## config.mk

```make
export PLATFORM = sky130hd
export DESIGN_NAME = ubm_matcher
export DESIGN_NICKNAME = d
export VERILOG_FILES = /design/src/inc/ubm_pkg.sv /design/src/design/ubm_matcher.sv
export SDC_FILE = /design/constraint.sdc
export NUM_CORES = 1
export LEC_CHECK = 0
export ABC_AREA = 1
export BUFFER_PORTS_ARGS = -buffer_cell sky130_fd_sc_hd__buf_4
export CORE_MARGIN = 2
export CORE_UTILIZATION = 60
export CTS_BUF_LIST = sky130_fd_sc_hd__clkbuf_2
export CTS_CLUSTER_DIAMETER = 80
export CTS_CLUSTER_SIZE = 40
export DETAILED_ROUTE_END_ITERATION = 16
export PLACE_DENSITY_LB_ADDON = 0.15
export SLEW_MARGIN = 10
export SYNTH_ARGS = -nofsm -noshare
export SYNTH_HDL_FRONTEND = slang
export SYNTH_SLANG_ARGS = --single-unit
```

## constraint.sdc

```tcl
create_clock -name clock -period 3.7 [get_ports clock]
set_input_delay 0.925 -clock clock [delete_from_list [all_inputs] [get_ports clock]]
set_output_delay 0.925 -clock clock [all_outputs]
set_load 0.05 [all_outputs]
```

## src/inc/ubm_pkg.sv

```systemverilog
// package for the user break matcher: register map, fields, bus cycle carrier
package ubm_pkg;

  // ******************************
  // register map (byte addresses)
  // ******************************
  localparam logic [11:0] UBM_ADDR_HIGH = 12'h000;
  localparam logic [11:0] UBM_ADDR_LOW = 12'h004;
  localparam logic [11:0] UBM_MASK_HIGH = 12'h008;
  localparam logic [11:0] UBM_MASK_LOW = 12'h00C;
  localparam logic [11:0] UBM_CYC_SEL = 12'h010;
  localparam logic [11:0] UBM_STATUS = 12'h014;

  // ******************************
  // reset values and field layout
  // ******************************
  localparam logic [15:0] UBM_HALF_RST = 16'h0000;
  localparam logic [7:0] UBM_SEL_RST = 8'h00;
  localparam int UBM_SRC_LSB = 6;
  localparam int UBM_KIND_LSB = 4;
  localparam int UBM_DIR_LSB = 2;
  localparam int UBM_SIZE_LSB = 0;
  localparam int UBM_HALF_W = 16;
  localparam int UBM_ADDR_W = 32;
  localparam int UBM_SEL_W = 8;
  localparam int UBM_GRP_W = 2;
  localparam logic [31:0] UBM_PAIR_STEP = 32'h0000_0002;
  localparam logic [31:0] UBM_WORD_ZERO = 32'h0000_0000;

  // two-bit group codes
  localparam logic [1:0] UBM_GRP_NONE = 2'h0;
  localparam logic [1:0] UBM_GRP_FIRST = 2'h1;
  localparam logic [1:0] UBM_GRP_SECOND = 2'h2;
  localparam logic [1:0] UBM_GRP_BOTH = 2'h3;

  // operand size codes
  localparam logic [1:0] UBM_SZ_ANY = 2'h0;
  localparam logic [1:0] UBM_SZ_BYTE = 2'h1;
  localparam logic [1:0] UBM_SZ_WORD = 2'h2;
  localparam logic [1:0] UBM_SZ_LONG = 2'h3;

  // break request priority level towards the interrupt controller
  localparam logic [3:0] UBM_BREAK_LEVEL = 4'hF;

  // one observed bus cycle
  typedef struct packed {
    logic valid;       // cycle present this clock
    logic [31:0] addr; // byte address
    logic periph;      // 1: dma/dtc cycle, 0: cpu cycle
    logic fetch;       // 1: instruction fetch, 0: data access
    logic write;       // 1: write, 0: read
    logic [1:0] size;  // UBM_SZ_BYTE/WORD/LONG
    logic pair;        // fetch returns two instructions (on-chip, 32-bit)
    logic overrun;     // fetch is an overrun fetch that will not execute
    logic dest_first;  // first destination fetch of a non-delayed branch
  } ubm_cycle_t;

endpackage
```

## src/design/ubm_matcher.sv

```systemverilog
// user break matcher: compares every bus cycle against the programmed break condition
// How it works
// compare address is high half above low half
// select values 0x54, 0x6A, 0xA7 decode as fetch, word write, periph long read
// fetch match raises break before the matching instruction executes
// fetch break waits until the preceding interruptible instruction completes
// return pc for a fetch break is the matching address
// fetch combined with write never breaks
// fetch break on odd address never matches
// odd branch target match breaks after address error exception
// cpu word write at programmed address breaks
// word data break on odd address never matches
// dma/dtc longword read at programmed address breaks
// peripheral instruction fetch condition never matches
// paired fetch second match holds even if condition changes
// taken branch or trap makes overrun fetches before destination
// overrun fetches are not fetch break matches
// overrun fetch matches when data access breaks are also enabled
// pending break may drop after higher priority exception returns
// software avoids fetch breaks on branch destination instructions
// first destination fetch of non-delayed branch never breaks
// group 01 first kind, 10 second, 11 both, 00 no break
// size 00 any, 01 byte, 10 word, 11 longword
// request at level 15, taken only when cpu mask is 14 or lower
// all enabled conditions must agree on the same bus cycle
`timescale 1ns/1ps
module ubm_matcher
  import ubm_pkg::*;
(
  input wire logic clock,               // system clock, 100 MHz
  input wire logic rstn,                // asynchronous reset, active low
  input wire logic psel,                // apb select
  input wire logic penable,             // apb access phase
  input wire logic pwrite,              // apb direction
  input wire logic [11:0] paddr,        // apb byte address
  input wire logic [31:0] pwdata,       // apb write data
  output logic [31:0] prdata,           // apb read data
  output logic pready,                  // apb ready
  output logic pslverr,                 // apb error on unmapped address
  input wire ubm_cycle_t bus_cycle,     // observed bus cycle
  input wire logic [3:0] cpu_mask,      // cpu interrupt mask level
  input wire logic insn_done,           // current instruction completed and can accept
  input wire logic addr_err_busy,       // address error exception in progress
  input wire logic hi_exc_accept,       // higher priority exception accepted in decode
  input wire logic break_ack,           // cpu entered break exception processing
  output logic break_req,               // break request to interrupt controller
  output logic [3:0] break_level,       // priority level of the request
  output logic break_take,              // request acceptable at current mask
  output logic [31:0] break_pc          // pc to save for a fetch break
);

  // ******************************
  // register file
  // ******************************
  logic [15:0] addr_high_r;
  logic [15:0] addr_low_r;
  logic [15:0] mask_high_r;
  logic [15:0] mask_low_r;
  logic [7:0] cycle_sel_r;
  logic fetch_pend_r;
  logic data_pend_r;
  logic wr_en;
  logic mapped;
  logic [31:0] rd_word;

  assign wr_en = psel && penable && pwrite;
  assign pready = 1'b1;

  // ******************************
  // read mux
  // ******************************
  // unused upper bits read as zero; an unmapped offset reads zero and is refused
  always_comb begin
    mapped = 1'b1;
    rd_word = UBM_WORD_ZERO;
    case (paddr)
      UBM_ADDR_HIGH: rd_word = {16'h0000, addr_high_r};
      UBM_ADDR_LOW: rd_word = {16'h0000, addr_low_r};
      UBM_MASK_HIGH: rd_word = {16'h0000, mask_high_r};
      UBM_MASK_LOW: rd_word = {16'h0000, mask_low_r};
      UBM_CYC_SEL: rd_word = {24'h000000, cycle_sel_r};
      UBM_STATUS: rd_word = {30'h0, fetch_pend_r, data_pend_r};
      default: mapped = 1'b0;
    endcase
  end

  // word captured in the setup cycle, so it stands from a flip-flop through the access phase
  always_ff @(posedge clock or negedge rstn) begin
    if (!rstn) begin
      prdata <= UBM_WORD_ZERO;
    end else if (psel && !penable) begin
      prdata <= rd_word;
    end
  end

  assign pslverr = psel && penable && !mapped;

  // ******************************
  // write path
  // ******************************

  always_ff @(posedge clock or negedge rstn) begin
    if (!rstn) begin
      addr_high_r <= UBM_HALF_RST;
      addr_low_r <= UBM_HALF_RST;
      mask_high_r <= UBM_HALF_RST;
      mask_low_r <= UBM_HALF_RST;
      cycle_sel_r <= UBM_SEL_RST;
    end else if (wr_en) begin
      case (paddr)
        UBM_ADDR_HIGH: addr_high_r <= pwdata[15:0];
        UBM_ADDR_LOW: addr_low_r <= pwdata[15:0];
        UBM_MASK_HIGH: mask_high_r <= pwdata[15:0];
        UBM_MASK_LOW: mask_low_r <= pwdata[15:0];
        UBM_CYC_SEL: cycle_sel_r <= pwdata[7:0];
        default: ;
      endcase
    end
  end

  // ******************************
  // condition decode
  // ******************************
  logic [31:0] brk_addr;
  logic [31:0] brk_mask;
  logic [1:0] src_sel;
  logic [1:0] kind_sel;
  logic [1:0] dir_sel;
  logic [1:0] size_sel;

  assign brk_addr = {addr_high_r, addr_low_r};
  assign brk_mask = {mask_high_r, mask_low_r};
  assign src_sel = cycle_sel_r[UBM_SRC_LSB +: 2];
  assign kind_sel = cycle_sel_r[UBM_KIND_LSB +: 2];
  assign dir_sel = cycle_sel_r[UBM_DIR_LSB +: 2];
  assign size_sel = cycle_sel_r[UBM_SIZE_LSB +: 2];

  // ******************************
  // elaboration checks
  // ******************************
  // the four select groups must tile the select register from the top down
  if (UBM_SRC_LSB + UBM_GRP_W != UBM_SEL_W || UBM_KIND_LSB + UBM_GRP_W != UBM_SRC_LSB ||
      UBM_DIR_LSB + UBM_GRP_W != UBM_KIND_LSB ||
      UBM_SIZE_LSB + UBM_GRP_W != UBM_DIR_LSB) begin : g_bad_fields
    $error("break select fields do not tile the select register");
  end

  // the two address halves must make up the whole compare address
  if (UBM_HALF_W + UBM_HALF_W != UBM_ADDR_W) begin : g_bad_halves
    $error("break address halves do not make up the compare address");
  end

  // group test: 01 accepts the first kind, 10 the second, 11 both, 00 nothing
  function automatic logic grp_hit(input logic [1:0] sel, input logic second);
    logic hit;
    hit = 1'b0;
    case (sel)
      UBM_GRP_NONE: hit = 1'b0;
      UBM_GRP_FIRST: hit = !second;
      UBM_GRP_SECOND: hit = second;
      UBM_GRP_BOTH: hit = 1'b1;
      default: hit = 1'b0;
    endcase
    grp_hit = hit;
  endfunction

  function automatic logic size_hit(input logic [1:0] sel, input logic [1:0] sz);
    logic hit;
    hit = 1'b0;
    case (sel)
      UBM_SZ_ANY: hit = 1'b1;
      UBM_SZ_BYTE: hit = (sz == UBM_SZ_BYTE);
      UBM_SZ_WORD: hit = (sz == UBM_SZ_WORD);
      UBM_SZ_LONG: hit = (sz == UBM_SZ_LONG);
      default: hit = 1'b0;
    endcase
    size_hit = hit;
  endfunction

  // ******************************
  // cycle match
  // ******************************
  logic addr_hit;
  logic addr_hit_hi;
  logic src_ok;
  logic dir_ok;
  logic size_ok;
  logic fetch_kind_ok;
  logic data_kind_ok;
  logic fetch_match;
  logic data_match;
  logic align_ok;
  logic cyc_size_word;

  // ******************************
  // observed cycle fields
  // ******************************
  logic [31:0] cyc_addr;
  logic cyc_periph;
  logic cyc_fetch;
  logic cyc_write;
  logic cyc_pair;
  logic cyc_overrun;
  logic cyc_dest_first;

  assign cyc_addr = bus_cycle.addr;
  assign cyc_periph = bus_cycle.periph;
  assign cyc_fetch = bus_cycle.fetch;
  assign cyc_write = bus_cycle.write;
  assign cyc_pair = bus_cycle.pair;
  assign cyc_overrun = bus_cycle.overrun;
  assign cyc_dest_first = bus_cycle.dest_first;

  // ******************************
  // address compare
  // ******************************
  // a paired on-chip fetch carries two instructions; the second sits one step higher
  // a set mask bit takes that bit out of the compare
  logic [31:0] addr_plus;
  logic [31:0] bit_hit_lo;
  logic [31:0] bit_hit_hi;

  assign addr_plus = cyc_addr + UBM_PAIR_STEP;
  for (genvar gi = 0; gi < UBM_ADDR_W; gi++) begin : g_addr_bit
    assign bit_hit_lo[gi] = brk_mask[gi] || (cyc_addr[gi] == brk_addr[gi]);
    assign bit_hit_hi[gi] = brk_mask[gi] || (addr_plus[gi] == brk_addr[gi]);
  end
  assign addr_hit = &bit_hit_lo;
  assign addr_hit_hi = cyc_pair && cyc_fetch && (&bit_hit_hi);

  assign src_ok = grp_hit(src_sel, bus_cycle.periph);
  assign dir_ok = grp_hit(dir_sel, bus_cycle.write);
  assign cyc_size_word = bus_cycle.fetch;
  // fetches count as word size regardless of bus width
  assign size_ok = size_hit(size_sel, cyc_size_word ? UBM_SZ_WORD : bus_cycle.size);

  // word and longword accesses never carry odd addresses
  assign align_ok = (size_sel == UBM_SZ_BYTE) || !brk_addr[0];

  // a fetch is only a fetch match when it will really execute
  logic fetch_refused;
  always_comb begin
    fetch_refused = 1'b0;
    if (cyc_periph) begin
      fetch_refused = 1'b1;
    end
    if (cyc_overrun) begin
      fetch_refused = 1'b1;
    end
    if (cyc_dest_first) begin
      fetch_refused = 1'b1;
    end
    if (cyc_write) begin
      fetch_refused = 1'b1;
    end
  end
  assign fetch_kind_ok = kind_sel[0] && !fetch_refused;
  // an overrun fetch is judged as a data access when data breaks are on too
  assign data_kind_ok = kind_sel[1] && (!bus_cycle.fetch || bus_cycle.overrun);

  always_comb begin
    fetch_match = 1'b0;
    data_match = 1'b0;
    if (bus_cycle.valid && src_ok && dir_ok && size_ok && align_ok) begin
      if (bus_cycle.fetch && fetch_kind_ok && (addr_hit || addr_hit_hi)) begin
        fetch_match = 1'b1;
      end
      if (data_kind_ok && addr_hit) begin
        data_match = 1'b1;
      end
    end
  end

  // ******************************
  // pending break
  // ******************************
  logic [31:0] break_pc_r;
  logic pair_hold_r;
  logic [31:0] pair_pc_r;

  // ******************************
  // pair hold
  // ******************************
  // second instruction of a pair: matched at fetch, held even if registers change
  always_ff @(posedge clock or negedge rstn) begin
    if (!rstn) begin
      pair_hold_r <= 1'b0;
      pair_pc_r <= 32'h0000_0000;
    end else if (fetch_match && addr_hit_hi && !addr_hit) begin
      pair_hold_r <= 1'b1;
      pair_pc_r <= addr_plus;
    end else if (pair_hold_r && insn_done) begin
      pair_hold_r <= 1'b0;
    end
  end

  // ******************************
  // fetch pending
  // ******************************
  logic fetch_set_own;
  logic fetch_set_pair;
  logic fetch_drop;

  assign fetch_set_own = fetch_match && addr_hit;
  assign fetch_set_pair = pair_hold_r && insn_done;
  assign fetch_drop = break_ack || hi_exc_accept;

  // set wins over clear so a match in the ack cycle is not lost
  always_ff @(posedge clock or negedge rstn) begin
    if (!rstn) begin
      fetch_pend_r <= 1'b0;
      break_pc_r <= UBM_WORD_ZERO;
    end else if (fetch_set_own) begin
      fetch_pend_r <= 1'b1;
      break_pc_r <= cyc_addr;
    end else if (fetch_set_pair) begin
      fetch_pend_r <= 1'b1;
      break_pc_r <= pair_pc_r;
    end else if (fetch_drop) begin
      fetch_pend_r <= 1'b0;
    end
  end

  // ******************************
  // data pending
  // ******************************
  // data breaks wait for no completion; the request follows one cycle after the pending flag, two after the match
  always_ff @(posedge clock or negedge rstn) begin
    if (!rstn) begin
      data_pend_r <= 1'b0;
    end else if (data_match) begin
      data_pend_r <= 1'b1;
    end else if (break_ack) begin
      data_pend_r <= 1'b0;
    end
  end

  // ******************************
  // request to interrupt controller
  // ******************************
  logic req_r;
  logic fetch_go;

  // a held second-of-pair break is raised by the completion that ends the first
  assign fetch_go = fetch_pend_r || pair_hold_r;

  // fetch breaks wait for the preceding instruction to finish and for any address error
  always_ff @(posedge clock or negedge rstn) begin
    if (!rstn) begin
      req_r <= 1'b0;
    end else if (break_ack) begin
      req_r <= 1'b0;
    end else if (data_pend_r || (fetch_go && insn_done && !addr_err_busy)) begin
      req_r <= 1'b1;
    end else if (!fetch_pend_r && !data_pend_r) begin
      req_r <= 1'b0;
    end
  end

  assign break_req = req_r;
  assign break_level = UBM_BREAK_LEVEL;
  assign break_take = req_r && (cpu_mask < UBM_BREAK_LEVEL);
  assign break_pc = break_pc_r;

endmodule

```

==> results_dict.tcl <==
set metrics [dict create \
    timing.final.crit_period_ns 2.836 \
    cp_max_fo 4 \
    slew_headroom 0.3465 \
    min_period_over_period 0.7665 \
    seq_area_frac_synth 0.4296 \
    ys_seq_elements 156 \
    clk_pin_slew_ns 0.24 \
    cellLeakagePower_uw 0.005277 \
    cts_tree "yes" \
    crit_path_frequent_cell "nor2_1" \
    ir_drop_mv 0.3216 \
    clock_path_buffers 2 \
    rows 44 \
    routed_wl_mm 28.62 \
    grt_usage 0.3615 \
    fin_nets 1517 \
    design.core.area_um2 14640 \
    tightest_slew_ns 0.9792 \
    dp_slack_ns 0.2934 \
    drv_slew 0 \
    yosys-top-cells-area "dfrtp_1 (43%), nand2_1 (18%), nand3_1 (7.5%), inv_1 (6.8%), o21ai_0 (5.1%)" \
    drc 0 \
    critPathArrivalTime_ns 1.91 \
    overflow 0 \
    endpoint_kind "output port" \
    via_count 9306 \
    drtIter0Drc 1179 \
    post_cts_resized 0 \
    hpwl_mm 22.73 \
    rsz0062_at_grt "false" \
    critPathBufInv 2 \
    cts.sink_count 156 \
    portBuffers 132 \
    wl_per_cell_um 17.69 \
    setup_tns_ns 0 \
    worstSetupStartpointType "input port" \
    avgSynthCellArea_um2 7.050 \
    syn_inst 1289 \
    critPathTopFamily "simple AND/OR/NAND/NOR gates" \
    hp-class "in -> async" \
    critPathKind "in -> out" \
    drv_cap 0 \
    cts_root_buf "clkbuf_2" \
    yosysWarningCount 0 \
    vias_per_cell 5.752 \
    grt_max_degree 78 \
    drtAntennaViolNets 0 \
    slowest_stage "nor2_1" \
    cts_hold_buf 0 \
    max_freq_mhz 352.6 \
    cts_max_level 4 \
    hold_viol 0 \
    required_ns 2.77 \
    firstDrtPassIters 6 \
    cpPeakStageDelay_ns 0.27 \
    die_w_um 127.1 \
    synth_area_um2 9087 \
    synth_top_area_frac 0.4296 \
    gp_congestion 0.9658 \
    die_y_um 127.1 \
    numCtsBuffers 17 \
    power.density_nw_per_um2 308.4 \
    dieArea_um2 16150 \
    grt_pass1_wl_mm 44.36 \
    finalClockSkew_ns 0.04072 \
    layout-drive-gt1-share 0.1412 \
    initial_utilization 0.6206 \
    postLayoutCoreUtil 0.7183 \
    synth_cell_types 38 \
    pin_count 170 \
    crit_path_cell_trace "buf_4 -> nor2_1 -> nand3_1 -> nor2_1 -> nand2_1 -> nand2_1 -> nor2_1 -> buf_4" \
    final_cell_mix "nand2_1 (431), inv_1 (165), dfrtp_1 (156)" \
    synth_top_area_cell "dfrtp_1" \
    area_growth_syn_to_layout_pct 15.75 \
    worst_slack_ns 0.8640 \
    mostFrequentLayoutCell "nand2_1" \
    clkLatencyLatePin_ns 0.77 \
    run_status "finished, final reports clean" \
    setup_viol 0 \
    antenna_found_initial 2 \
    grt_pass1_vias 8137 \
    cts_setup_buffers 0 \
]
==> power breakdown <==
part | internal [uW] | total (uW) | switching (uW) | leakage, uW
Combinational | 116 | 396 | 280 | 0.00294
Clock | 514 | 1130 | 619 | 0.000176
Sequential | 1710 | 1720 | 3.28 | 0.00216
Total | 2340 | 3240 | 902 | 0.00528
==> worst paths after layout <==
kind / startpoint / to / slack [ns] / depth (start not counted)
hold / removal: rstn / addr_low_r[2]$_DFFE_PN0P_ / 0.13 / 1
hold reg to reg: prdata[14]$_DFFE_PN0P_ / prdata[14]$_DFFE_PN0P_ / 0.52 / 2
setup reg to reg: addr_low_r[9]$_DFFE_PN0P_ / pair_pc_r[20]$_DFFE_PN0P_ / 1.15 / 16
setup / recovery: paddr[5] / pslverr / 0.86 / 8
max in group asynchronous: rstn / mask_high_r[8]$_DFFE_PN0P_ / 2.75 / 2
min in group clock: break_ack / break_req$_DFFE_PN0P_ / 0.28 / 2
==> through the flow <==
| stage | hold WS (ns) | total power, uW | instances | cell area (um2) |
|---|---|---|---|---|
| final | 0.1284 | 3244 | 1618 | 10520 |
| after global routing | 0.1351 | 3368 | 1617 | 10520 |
| after CTS | 0.1392 | 3249 | 1615 | 10510 |
| after detailed placement | 0.4665 | 2133 | 1583 | 10210 |
| after global placement | 0.4581 | 2128 | 1583 | 10210 |
| after floorplan | 0.4427 | 1955 | 1308 | 9159 |
==> sequential cells by signal, summed over array words and instances, names as in the netlist, 8 cells and up <==
signal,cells
addr_high_r,16
addr_low_r,16
break_pc,32
cycle_sel_r,8
mask_high_r,16
mask_low_r,16
pair_pc_r,32
prdata,16
==> worst register-to-register path, delay by kind of cell, from the launching register on <==
family	cells	cell delay (ns)
AO/OA/AOI/OAI	2	0.42
buffers and inverters	2	0.28
flip-flops	1	0.43
AND/OR/NAND/NOR	12	1.32
==> cells by family after synthesis <==
logic type,share of synthesized area
buffers and inverters,0.1060
adders and majority gates,0.001377
and+or+nand+nor,0.3216
DFF,0.4296
other,0.0008264
xor gates and xnor gates,0.01060
AOI/OAI and AO/OA,0.1300
==> synthesized netlist by cell type <==
library cell	count
o21ai_0	92
nor3_4	1
o21ai_1	32
inv_2	2
nand4_1	9
inv_1	165
a41oi_1	1
dfrtp_1	156
o22ai_1	21
nand2_2	4
nor2_8	1
clkinv_1	3
clkbuf_1	26
nor2_2	6
xor2_1	11
buf_1	4
nand3b_1	2
nor4_1	2
nand3_2	1
buf_6	4
nand2_4	2
ha_1	1
conb_1	2
nand3_4	1
a221oi_1	8
buf_4	21
o221ai_1	4
or2_2	1
a21oi_1	12
buf_2	2
o211ai_1	32
nand3_1	137
nor3_1	10
o21bai_1	1
nand2_1	431
nor2_4	4
nor2_1	76
o31ai_1	1
==> routing by layer <==
metal | global-route usage | share of wire | vias up
met5 | 0 | 0.00024 | -
met4 | 0.1028 | 0.023 | 2
met3 | 0.07747 | 0.11 | 59
met2 | 0.5427 | 0.44 | 539
met1 | 0.5338 | 0.42 | 4311
li1 | - | - | 4395
==> area by class of cell <==
class                           instances  area (um2)
Multi-Input combinational cell        925        4297
Fill cell                            1251        4125
Sequential cell                       156        3904
Timing Repair Buffer                  148        1140
Inverter                              170       638.1
Tap cell                              184       230.2
Clock inverter                         15       217.7
Clock buffer                           17       85.08
Antenna cell                            3       7.507
(Power assumes the default switching activity.)
